File: src/verilog/fes_consts.vh
// Constants for the filter engine sequencer and resampler.
`ifndef FES_CONSTS_VH
`define FES_CONSTS_VH
// Host register offsets.
`define FES_ADDR_W          9
`define FES_REG_INC_LO      9'h007
`define FES_REG_INC_HI      9'h008
`define FES_REG_UPD_STROBE  9'h009
`define FES_REG_SPACING     9'h00a
`define FES_REG_WAIT_PRE    9'h00c
`define FES_REG_STATUS      9'h00d
`define FES_REG_CONTROL     9'h00e
`define FES_IMEM_BASE       2'b01
// Reset values.
`define FES_RST_WAIT_PRE    32'h0000_0000
`define FES_RST_CONTROL     2'h0
`define FES_RST_SPACING     12'h000
`define FES_RST_INC         56'h80_0000_0000_0000
`define FES_RST_INC_LO      32'h0000_0000
`define FES_RST_INC_HI      24'h80_0000
// Control register fields.
`define FES_CTL_RUN         0
`define FES_CTL_SYNC_EN     1
// Wait preload fields.
`define FES_WP_THR_LSB      0
`define FES_WP_DEC0_LSB     10
`define FES_WP_DEC1_LSB     20
`define FES_WP_FLD_W        10
// Instruction fields.
`define FES_OP_JUMP_BIT     8
`define FES_OP_TGT_MSB      7
`define FES_OP_TGT_LSB      3
`define FES_OP_JCOND_UNC    3'b111
`define FES_OP_JCOND_CY     3'b101
`define FES_OP_JCOND_NCY    3'b100
`define FES_OP_WAIT         9'h001
`define FES_OP_NOP          9'h080
`define FES_OP_LOOP_LD      9'h084
`define FES_OP_LOOP_MSB     20
`define FES_OP_LOOP_LSB     9
`define FES_OP_FIR_MSB      7
`define FES_OP_FIR_LSB      6
`define FES_OP_FIR_CODE     2'b11
`define FES_OP_RS_STEP_BIT  3
`define FES_OP_DEC_REQ_BIT  4
`define FES_OP_DEC_SEL_BIT  5
`define FES_OP_READS_MSB    104
`define FES_OP_READS_LSB    96
// Resampler filter geometry.
`define FES_RS_PHASES       32
`define FES_RS_TAPS         8'h06
`define FES_ACC_W           56
`define FES_FIFO_DEPTH      4
`endif

File: src/verilog/fes_fifo.v
// Small synchronous FIFO with valid and ready on both sides.
`timescale 1ns/1ps
module fes_fifo #(
  parameter W = 16,
  parameter D = 4,
  parameter AW = 2
) (
  input  wire          core_clk_i,
  input  wire          sys_rst_i,
  input  wire          in_valid_i,
  output wire          in_ready_o,
  input  wire [W-1:0]  in_data_i,
  output wire          out_valid_o,
  input  wire          out_ready_i,
  output wire [W-1:0]  out_data_o
);
  reg  [W-1:0]  mem_ff [0:D-1];
  reg  [AW-1:0] wr_ptr_ff;
  reg  [AW-1:0] rd_ptr_ff;
  reg  [AW:0]   count_ff;
  wire          push;
  wire          pop;

  assign in_ready_o  = (count_ff != D[AW:0]);
  assign out_valid_o = (count_ff != {(AW+1){1'b0}});
  assign out_data_o  = mem_ff[rd_ptr_ff];
  assign push        = in_valid_i & in_ready_o;
  assign pop         = out_valid_o & out_ready_i;

  always @(posedge core_clk_i) begin
    if (push) begin
      mem_ff[wr_ptr_ff] <= in_data_i;
    end
  end

  always @(posedge core_clk_i) begin
    if (sys_rst_i) begin
      wr_ptr_ff <= {AW{1'b0}};
      rd_ptr_ff <= {AW{1'b0}};
      count_ff  <= {(AW+1){1'b0}};
    end else begin
      if (push) begin
        wr_ptr_ff <= (wr_ptr_ff == D[AW-1:0] - 1'b1) ? {AW{1'b0}} : wr_ptr_ff + 1'b1;
      end
      if (pop) begin
        rd_ptr_ff <= (rd_ptr_ff == D[AW-1:0] - 1'b1) ? {AW{1'b0}} : rd_ptr_ff + 1'b1;
      end
      if (push & ~pop) begin
        count_ff <= count_ff + 1'b1;
      end else if (pop & ~push) begin
        count_ff <= count_ff - 1'b1;
      end
    end
  end
endmodule // fes_fifo

File: src/verilog/fes_sequencer.v
// Filter engine sequencer with wait counter, resampler phase accumulator and output spacer.
`timescale 1ns/1ps
`include "fes_consts.vh"

module fes_sequencer (
  input  wire                   core_clk_i,
  input  wire                   sys_rst_i,
  input  wire                   host_wr_i,
  input  wire                   host_rd_i,
  input  wire [`FES_ADDR_W-1:0] host_addr_i,
  input  wire [31:0]            host_wdata_i,
  output wire [31:0]            host_rdata_o,
  input  wire                   sample_strobe_i,
  input  wire                   sync_input_i,
  input  wire                   gain_ready_i,
  output wire                   out_valid_o,
  output wire [4:0]             out_phase_o,
  output wire [7:0]             out_coef_base_o,
  output wire                   resample_carry_out_o,
  output wire                   wait_flag_o,
  output wire [4:0]             step_o
);
  // ---------------------------------------------------------------
  // Declarations
  // ---------------------------------------------------------------
  reg  [127:0] imem [0:31];
  reg  [31:0]  rdata_ff;
  reg  [31:0]  wait_pre_ff;
  reg  [1:0]   control_ff;
  reg  [11:0]  spacing_ff;
  reg  [31:0]  inc_lo_ff;
  reg  [23:0]  inc_hi_ff;
  reg  [55:0]  inc_act_ff;
  reg  [55:0]  acc_ff;
  reg          carry_ff;
  reg  [11:0]  wait_cnt_ff;
  reg          wait_flag_ff;
  reg  [11:0]  loop_cnt_ff;
  reg  [4:0]   pc_ff;
  reg          fir_busy_ff;
  reg  [8:0]   fir_cnt_ff;
  reg          sync_s1_ff;
  reg          sync_s2_ff;
  reg          sync_s3_ff;
  reg  [11:0]  timer_ff;
  reg          out_valid_ff;
  reg  [4:0]   out_phase_ff;
  reg  [7:0]   out_coef_ff;
  reg  [4:0]   nxt_pc;
  reg          fir_done;
  wire [127:0] instr;
  wire [8:0]   op;
  wire         is_jump;
  wire         is_wait;
  wire         is_loop;
  wire         is_fir;
  wire [56:0]  acc_sum;
  wire [5:0]   phase_rnd;
  wire [4:0]   phase_pt;
  wire [15:0]  push_data;
  wire         push_valid;
  wire         push_ready;
  wire         fifo_valid;
  wire [15:0]  fifo_data;
  wire         fifo_pop;
  wire         sync_edge;
  wire [11:0]  thr;
  wire [11:0]  dec_val;
  wire [11:0]  cnt_inc;
  wire [11:0]  cnt_sub;
  wire         run;

  // ---------------------------------------------------------------
  // Host registers
  // ---------------------------------------------------------------
  assign host_rdata_o = rdata_ff;
  assign run          = control_ff[`FES_CTL_RUN];

  always @(posedge core_clk_i) begin
    if (host_wr_i && host_addr_i[8:7] == `FES_IMEM_BASE) begin
      case (host_addr_i[1:0])
        2'd0: imem[host_addr_i[6:2]][31:0]   <= host_wdata_i;
        2'd1: imem[host_addr_i[6:2]][63:32]  <= host_wdata_i;
        2'd2: imem[host_addr_i[6:2]][95:64]  <= host_wdata_i;
        default: imem[host_addr_i[6:2]][127:96] <= host_wdata_i;
      endcase
    end
  end

  always @(posedge core_clk_i) begin
    if (sys_rst_i) begin
      wait_pre_ff <= `FES_RST_WAIT_PRE;
      control_ff  <= `FES_RST_CONTROL;
      spacing_ff  <= `FES_RST_SPACING;
      inc_lo_ff   <= `FES_RST_INC_LO;
      inc_hi_ff   <= `FES_RST_INC_HI;
      rdata_ff    <= 32'h0000_0000;
    end else begin
      if (host_wr_i) begin
        case (host_addr_i)
          `FES_REG_INC_LO:   inc_lo_ff   <= host_wdata_i;
          `FES_REG_INC_HI:   inc_hi_ff   <= host_wdata_i[23:0];
          `FES_REG_SPACING:  spacing_ff  <= host_wdata_i[11:0];
          `FES_REG_WAIT_PRE: wait_pre_ff <= {2'b00, host_wdata_i[29:0]};
          `FES_REG_CONTROL:  control_ff  <= host_wdata_i[1:0];
          default: ;
        endcase
      end
      if (host_rd_i) begin
        case (host_addr_i)
          `FES_REG_INC_LO:   rdata_ff <= inc_lo_ff;
          `FES_REG_INC_HI:   rdata_ff <= {8'h00, inc_hi_ff};
          `FES_REG_SPACING:  rdata_ff <= {20'h00000, spacing_ff};
          `FES_REG_WAIT_PRE: rdata_ff <= wait_pre_ff;
          `FES_REG_STATUS:   rdata_ff <= {loop_cnt_ff, wait_cnt_ff, pc_ff, carry_ff, wait_flag_ff, fir_busy_ff};
          `FES_REG_CONTROL:  rdata_ff <= {30'h0000_0000, control_ff};
          default:           rdata_ff <= 32'h0000_0000;
        endcase
      end
    end
  end

  // ---------------------------------------------------------------
  // Sync input and frequency word transfer
  // ---------------------------------------------------------------
  always @(posedge core_clk_i) begin
    if (sys_rst_i) begin
      sync_s1_ff <= 1'b0;
      sync_s2_ff <= 1'b0;
      sync_s3_ff <= 1'b0;
    end else begin
      sync_s1_ff <= sync_input_i;
      sync_s2_ff <= sync_s1_ff;
      sync_s3_ff <= sync_s2_ff;
    end
  end
  assign sync_edge = sync_s2_ff & ~sync_s3_ff;

  always @(posedge core_clk_i) begin
    if (sys_rst_i) begin
      inc_act_ff <= `FES_RST_INC;
    end else if ((host_wr_i && host_addr_i == `FES_REG_UPD_STROBE) ||
                 (sync_edge && control_ff[`FES_CTL_SYNC_EN])) begin
      inc_act_ff <= {inc_hi_ff, inc_lo_ff};
    end
  end

  // ---------------------------------------------------------------
  // Instruction decode
  // ---------------------------------------------------------------
  assign instr   = imem[pc_ff];
  assign op      = instr[8:0];
  assign is_jump = op[`FES_OP_JUMP_BIT];
  assign is_wait = (instr[127:9] == 119'd0) && (op == `FES_OP_WAIT);
  assign is_loop = (op == `FES_OP_LOOP_LD);
  assign is_fir  = ~is_jump && (op[`FES_OP_FIR_MSB:`FES_OP_FIR_LSB] == `FES_OP_FIR_CODE);

  always @* begin
    nxt_pc   = pc_ff;
    fir_done = 1'b0;
    if (is_jump) begin
      case (op[2:0])
        `FES_OP_JCOND_UNC: nxt_pc = op[`FES_OP_TGT_MSB:`FES_OP_TGT_LSB];
        `FES_OP_JCOND_CY:  nxt_pc = carry_ff ? op[`FES_OP_TGT_MSB:`FES_OP_TGT_LSB] : pc_ff + 5'd1;
        `FES_OP_JCOND_NCY: nxt_pc = carry_ff ? pc_ff + 5'd1 : op[`FES_OP_TGT_MSB:`FES_OP_TGT_LSB];
        default:           nxt_pc = pc_ff + 5'd1;
      endcase
    end else if (is_wait) begin
      nxt_pc = wait_flag_ff ? pc_ff + 5'd1 : pc_ff;
    end else if (is_fir) begin
      // Push back-pressure holds the filter step until the FIFO accepts.
      // A stopped engine completes nothing, so no stray accumulator step or push.
      fir_done = run && fir_busy_ff && (fir_cnt_ff == 9'd0) && push_ready;
      nxt_pc   = fir_done ? pc_ff + 5'd1 : pc_ff;
    end else begin
      nxt_pc = pc_ff + 5'd1;
    end
  end

  // ---------------------------------------------------------------
  // Program counter and loop counter
  // ---------------------------------------------------------------
  always @(posedge core_clk_i) begin
    if (sys_rst_i) begin
      pc_ff       <= 5'd0;
      fir_busy_ff <= 1'b0;
      fir_cnt_ff  <= 9'd0;
      loop_cnt_ff <= 12'd0;
    end else if (!run) begin
      pc_ff       <= 5'd0;
      fir_busy_ff <= 1'b0;
    end else begin
      pc_ff <= nxt_pc;
      if (is_loop) begin
        loop_cnt_ff <= instr[`FES_OP_LOOP_MSB:`FES_OP_LOOP_LSB];
      end
      if (is_fir && !fir_busy_ff) begin
        fir_busy_ff <= 1'b1;
        fir_cnt_ff  <= instr[`FES_OP_READS_MSB:`FES_OP_READS_LSB];
      end else if (fir_done) begin
        fir_busy_ff <= 1'b0;
      end else if (fir_busy_ff && fir_cnt_ff != 9'd0) begin
        fir_cnt_ff <= fir_cnt_ff - 9'd1;
      end
    end
  end

  // ---------------------------------------------------------------
  // Wait counter
  // ---------------------------------------------------------------
  assign thr     = {2'b00, wait_pre_ff[`FES_WP_THR_LSB +: `FES_WP_FLD_W]};
  assign dec_val = instr[`FES_OP_DEC_SEL_BIT] ? {2'b00, wait_pre_ff[`FES_WP_DEC1_LSB +: `FES_WP_FLD_W]}
                                              : {2'b00, wait_pre_ff[`FES_WP_DEC0_LSB +: `FES_WP_FLD_W]};
  // Saturate at 12'hfff rather than wrap, so an overflow never clears the count.
  assign cnt_inc = (sample_strobe_i && wait_cnt_ff != 12'hfff) ? wait_cnt_ff + 12'd1 : wait_cnt_ff;
  assign cnt_sub = (fir_done && instr[`FES_OP_DEC_REQ_BIT]) ?
                   ((cnt_inc > dec_val) ? cnt_inc - dec_val : 12'd0) : cnt_inc;

  always @(posedge core_clk_i) begin
    if (sys_rst_i) begin
      wait_cnt_ff  <= 12'd0;
      wait_flag_ff <= 1'b0;
    end else begin
      wait_cnt_ff  <= cnt_sub;
      wait_flag_ff <= (cnt_sub >= thr);
    end
  end

  // ---------------------------------------------------------------
  // Resampler phase accumulator
  // ---------------------------------------------------------------
  // 56-bit add of active increment.
  assign acc_sum    = {1'b0, acc_ff} + {1'b0, inc_act_ff};
  // Nearest of the phase points, wrapping modulo the phase count.
  assign phase_rnd  = {1'b0, acc_sum[55:51]} + {5'd0, acc_sum[50]};
  assign phase_pt   = phase_rnd[4:0];
  assign push_data  = {3'b000, phase_pt * `FES_RS_TAPS, phase_pt};
  assign push_valid = fir_done && instr[`FES_OP_RS_STEP_BIT] && acc_sum[56];

  always @(posedge core_clk_i) begin
    if (sys_rst_i) begin
      acc_ff   <= 56'd0;
      carry_ff <= 1'b0;
    // Step only on enabled filter word.
    end else if (fir_done && instr[`FES_OP_RS_STEP_BIT]) begin
      acc_ff   <= acc_sum[55:0];
      carry_ff <= acc_sum[56];
    end
  end

  // ---------------------------------------------------------------
  // Output spacing FIFO and timer
  // ---------------------------------------------------------------
  // FIFO decouples irregular outputs.
  fes_fifo #(
    .W  (16),
    .D  (`FES_FIFO_DEPTH),
    .AW (2)
  ) u_fifo (
    .core_clk_i  (core_clk_i),
    .sys_rst_i   (sys_rst_i),
    .in_valid_i  (push_valid),
    .in_ready_o  (push_ready),
    .in_data_i   (push_data),
    .out_valid_o (fifo_valid),
    .out_ready_i (fifo_pop),
    .out_data_o  (fifo_data)
  );

  assign fifo_pop = fifo_valid && gain_ready_i && (timer_ff == 12'd0);

  always @(posedge core_clk_i) begin
    if (sys_rst_i) begin
      timer_ff     <= 12'd0;
      out_valid_ff <= 1'b0;
      out_phase_ff <= 5'd0;
      out_coef_ff  <= 8'd0;
    end else begin
      out_valid_ff <= fifo_pop;
      if (fifo_pop) begin
        timer_ff     <= spacing_ff;
        out_phase_ff <= fifo_data[4:0];
        out_coef_ff  <= fifo_data[12:5];
      end else if (timer_ff != 12'd0) begin
        timer_ff <= timer_ff - 12'd1;
      end
    end
  end

  assign out_valid_o          = out_valid_ff;
  assign out_phase_o          = out_phase_ff;
  assign out_coef_base_o      = out_coef_ff;
  assign resample_carry_out_o = carry_ff;
  assign wait_flag_o          = wait_flag_ff;
  assign step_o               = pc_ff;
endmodule // fes_sequencer

File: config.mk
export PLATFORM = sky130hd
export DESIGN_NAME = fes_sequencer
export DESIGN_NICKNAME = d
export VERILOG_FILES = /design/src/verilog/fes_fifo.v /design/src/verilog/fes_sequencer.v
export VERILOG_INCLUDE_DIRS = /design/src /design/src/verilog
export SDC_FILE = /design/constraint.sdc
export NUM_CORES = 2
export LEC_CHECK = 0
export BUFFER_PORTS_ARGS = -buffer_cell sky130_fd_sc_hd__clkbuf_2
export CORE_MARGIN = 4
export CORE_UTILIZATION = 60
export CTS_BUF_LIST = sky130_fd_sc_hd__clkbuf_4
export DETAILED_ROUTE_END_ITERATION = 10
export PLACE_DENSITY = 0.76
export SLEW_MARGIN = 20
export SYNTH_ARGS = -nofsm -noshare
export SYNTH_HDL_FRONTEND = slang
export SYNTH_HIERARCHICAL = 1
export SYNTH_MEMORY_MAX_BITS = 65536
export SYNTH_SLANG_ARGS = --single-unit
File: constraint.sdc
create_clock -name core_clk_i -period 7.9 [get_ports core_clk_i]
set_input_delay 1.185 -clock core_clk_i [delete_from_list [all_inputs] [get_ports core_clk_i]]
set_output_delay 1.185 -clock core_clk_i [all_outputs]
set_load 0.02 [all_outputs]
==> out/qor.txt <==
Status -> completed
Clk_skew -> 0.184 ns
Total GRT Usage -> 29.7%
Max Cap Viol -> 0
DRT iter0 DRCs -> 13084
H-tree depth -> 7
Clk slew on worst S/H paths -> 0.06 ns
Part of the power in the clock network -> 40.4%
Final setup margin -> 0.817 ns
RSZ-0062 raised after global routing -> no
Core Box Area -> 265000 µm²
DP HPWL -> 218000 µm
Switching Share -> 21.0%
Clk sinks -> 4476
Clock buffer depth -> 5
Root Driver -> clkbuf_4
DR pass1 iterations -> 9
Cts bufs inserted -> 1149
Fraction of layout cells with a size suffix above 1 -> 23.9%
Post-CTS Setup Inserts -> 0
Worst-margin pin slew -> 1.35 ns
Worst VDD drop -> 0.175 mV
Pint -> 0.0355 W
Crit-path max FO -> 21
Power Density -> 251 nW/µm²
Crit. End Element -> register
Reg2Reg Depth -> 27
Syn Area/Cell -> 18.8 µm²
Sequential share of power -> 57.6%
Fin crit period -> 7.08 ns
Die height -> 524 µm
Initial antenna violation count -> 33
Port bufs -> 100
Chip Width -> 524 µm
Initial core utilization -> 60.2%
Max-slew violation count -> 0
Vias in the first global route -> 89912
CP arrival -> 8.42 ns
Setup violators final -> 0
GPL Wtd Cong -> 0.917
Largest net degree at the start of global routing -> 162
Area delta synth->final -> 12.6%
CP Class -> reg -> reg
Max_slew headroom -> 9.88%
Antenna viol nets, final -> 0
CP Launch Type -> register
Setup TNS -> 0 ns
Post-Place Setup Slack -> 0.874 ns
Area of the mapped netlist -> 159000 µm²
Combinational fraction of design power -> 2.0%
Layout net count -> 9795
Skew-Pair Late Insertion Delay -> 1.64 ns
R2R Setup Slk -> 0.82 ns
Row count -> 189
Critical path endpoint -> wait_flag_o
Global-route wire length before repair -> 584000 µm
NetSw -> 0.00946 W
Fin crit share -> 89.7%
CTS tree -> done
Worst path required time -> 9.23 ns
WL per Instance -> 29.0 µm
Hold Crit Class -> in -> reg
Ys Warns -> 6
Max frequency -> 141 MHz
Post-Synthesis Cells -> 8468
FF-to-FF End -> wait_flag_o
I/O pins -> 101
DRC -> 0
Lkg Pwr -> 56.3 nW
Vias/cell -> 6.41
Vias -> 88949
Final wirelength -> 402000 µm
Total gr overflow -> 0
Fin. Hold Viols -> 0
Die area -> 274000 µm²
[cell type report]
class / count / area, µm²
timing repair buffer: 307 / 2780
tap: 3533 / 4420
fill: 16505 / 85200
antenna: 21 / 52.6
inverter: 61 / 238
clock buffer: 1602 / 12000
clock inverter: 230 / 1110
multi-input combinational: 3655 / 27800
sequential: 4476 / 131000
[how the worst min path moves through the flow]
stage	startpoint	end	slack (ns)	cells after the start
6_report	host_wdata_i[10]	imem[25][42]	0.14	1
5_1_grt	host_wdata_i[29]	imem[6][61]	0.09	1
4_1_cts	host_wdata_i[2]	imem[23][34]	0.004	1
3_5_place_dp	sync_s1_ff	sync_s2_ff	0.44	1
3_3_place_gp	sync_s1_ff	sync_s2_ff	0.44	1
2_1_floorplan	sync_s1_ff	sync_s2_ff	0.41	1
[sequential cells by signal (all words and copies together), names as in the netlist, 8 cells and up, named ones only]
register and flops:
timer_ff 12, inc_hi_ff 24, imem 4096, host_rdata_o 32, wait_cnt_ff 12, inc_lo_ff 32
acc_ff 56, loop_cnt_ff 12, out_coef_base_o 8, wait_pre_ff 30, inc_act_ff 56, u_fifo/mem_ff 52
spacing_ff 12, fir_cnt_ff 9
[per-stage QoR]
stage | instance area (µm²) | hold WS [ns] | util (%) | total power (W) | cells
after floorplan | 160000 | 0.414 | - | 0.0267 | 8471
after global placement | 166000 | 0.437 | 62.5 | 0.0273 | 11990
after detailed placement | 166000 | 0.439 | 62.6 | 0.0273 | 11994
after CTS | 179000 | 0.00357 | 67.6 | 0.0453 | 13842
after global routing | 180000 | 0.0886 | 67.8 | 0.0468 | 13871
final | 180000 | 0.144 | 67.8 | 0.0450 | 13885
[worst max-delay path: stages (launching register included)]
cell and delay, ns:
dfxtp_4 0.60, mux4_1 0.62, mux4_2 0.53, mux2i_4 0.20
buf_4 0.29, mux2i_1 0.17, fa_1 0.46, a21o_1 0.20
a21oi_1 0.20, o21ai_0 0.12, a21o_1 0.22, maj3_1 0.37
a31oi_1 0.22, o311ai_0 0.22, nor2b_1 0.22, o21ai_0 0.25
ha_1 0.28, nand2b_1 0.14, a21o_1 0.18, a21o_1 0.17
a21o_1 0.17, a21oi_1 0.15, nor2b_1 0.06, o21ai_0 0.16
nand2b_1 0.08, a21oi_1 0.19, o21ai_0 0.12, a211o_1 0.29
[power by group through the flow]
| stage | Sequential [W] | Clock (W) | Combinational (W) |
|---|---|---|---|
| finish | 0.0259 | 0.0182 | 0.000898 |
| global route | 0.0259 | 0.0199 | 0.000936 |
| CTS | 0.0259 | 0.0185 | 0.000890 |
| detailed placement | 0.0265 | 0 | 0.000884 |
| global placement | 0.0265 | 0 | 0.000864 |
| floorplan | 0.0265 | 0 | 0.000202 |
[cells in the final DEF, fill, tap and decap left out, types with 31 or more instances in the layout]
master,n
clkinv_1,167
clkbuf_4,1602
mux2i_1,53
nor2_4,108
inv_1,56
nand4_1,124
nand2_1,650
buf_4,163
a21oi_1,379
a21o_1,37
xor2_1,37
clkbuf_2,67
edfxtp_1,4148
nand3_1,110
mux4_2,325
o21ai_0,93
a211oi_1,45
nor4_1,626
a31oi_1,34
nor4b_1,31
dfxtp_1,323
or4_1,65
nor3_1,144
xnor2_1,43
nor2_1,232
ha_1,93
[routing by layer]
layer	vias up	share of wire, %	track usage [%]
met5	-	0.016	0
met4	8	3.9	14.0
met3	963	13	7.18
met2	6418	48	46.4
met1	44149	36	40.2
li1	37411	-	-
[repair_timing]
action / CTS / global route
endpoints found under the hold margin: 198 / 0
endpoints found under the setup margin: 0 / 0
hold buffers: 16 / 0
resized for setup: 0 / 0
Power figures use the tool's default switching activity.
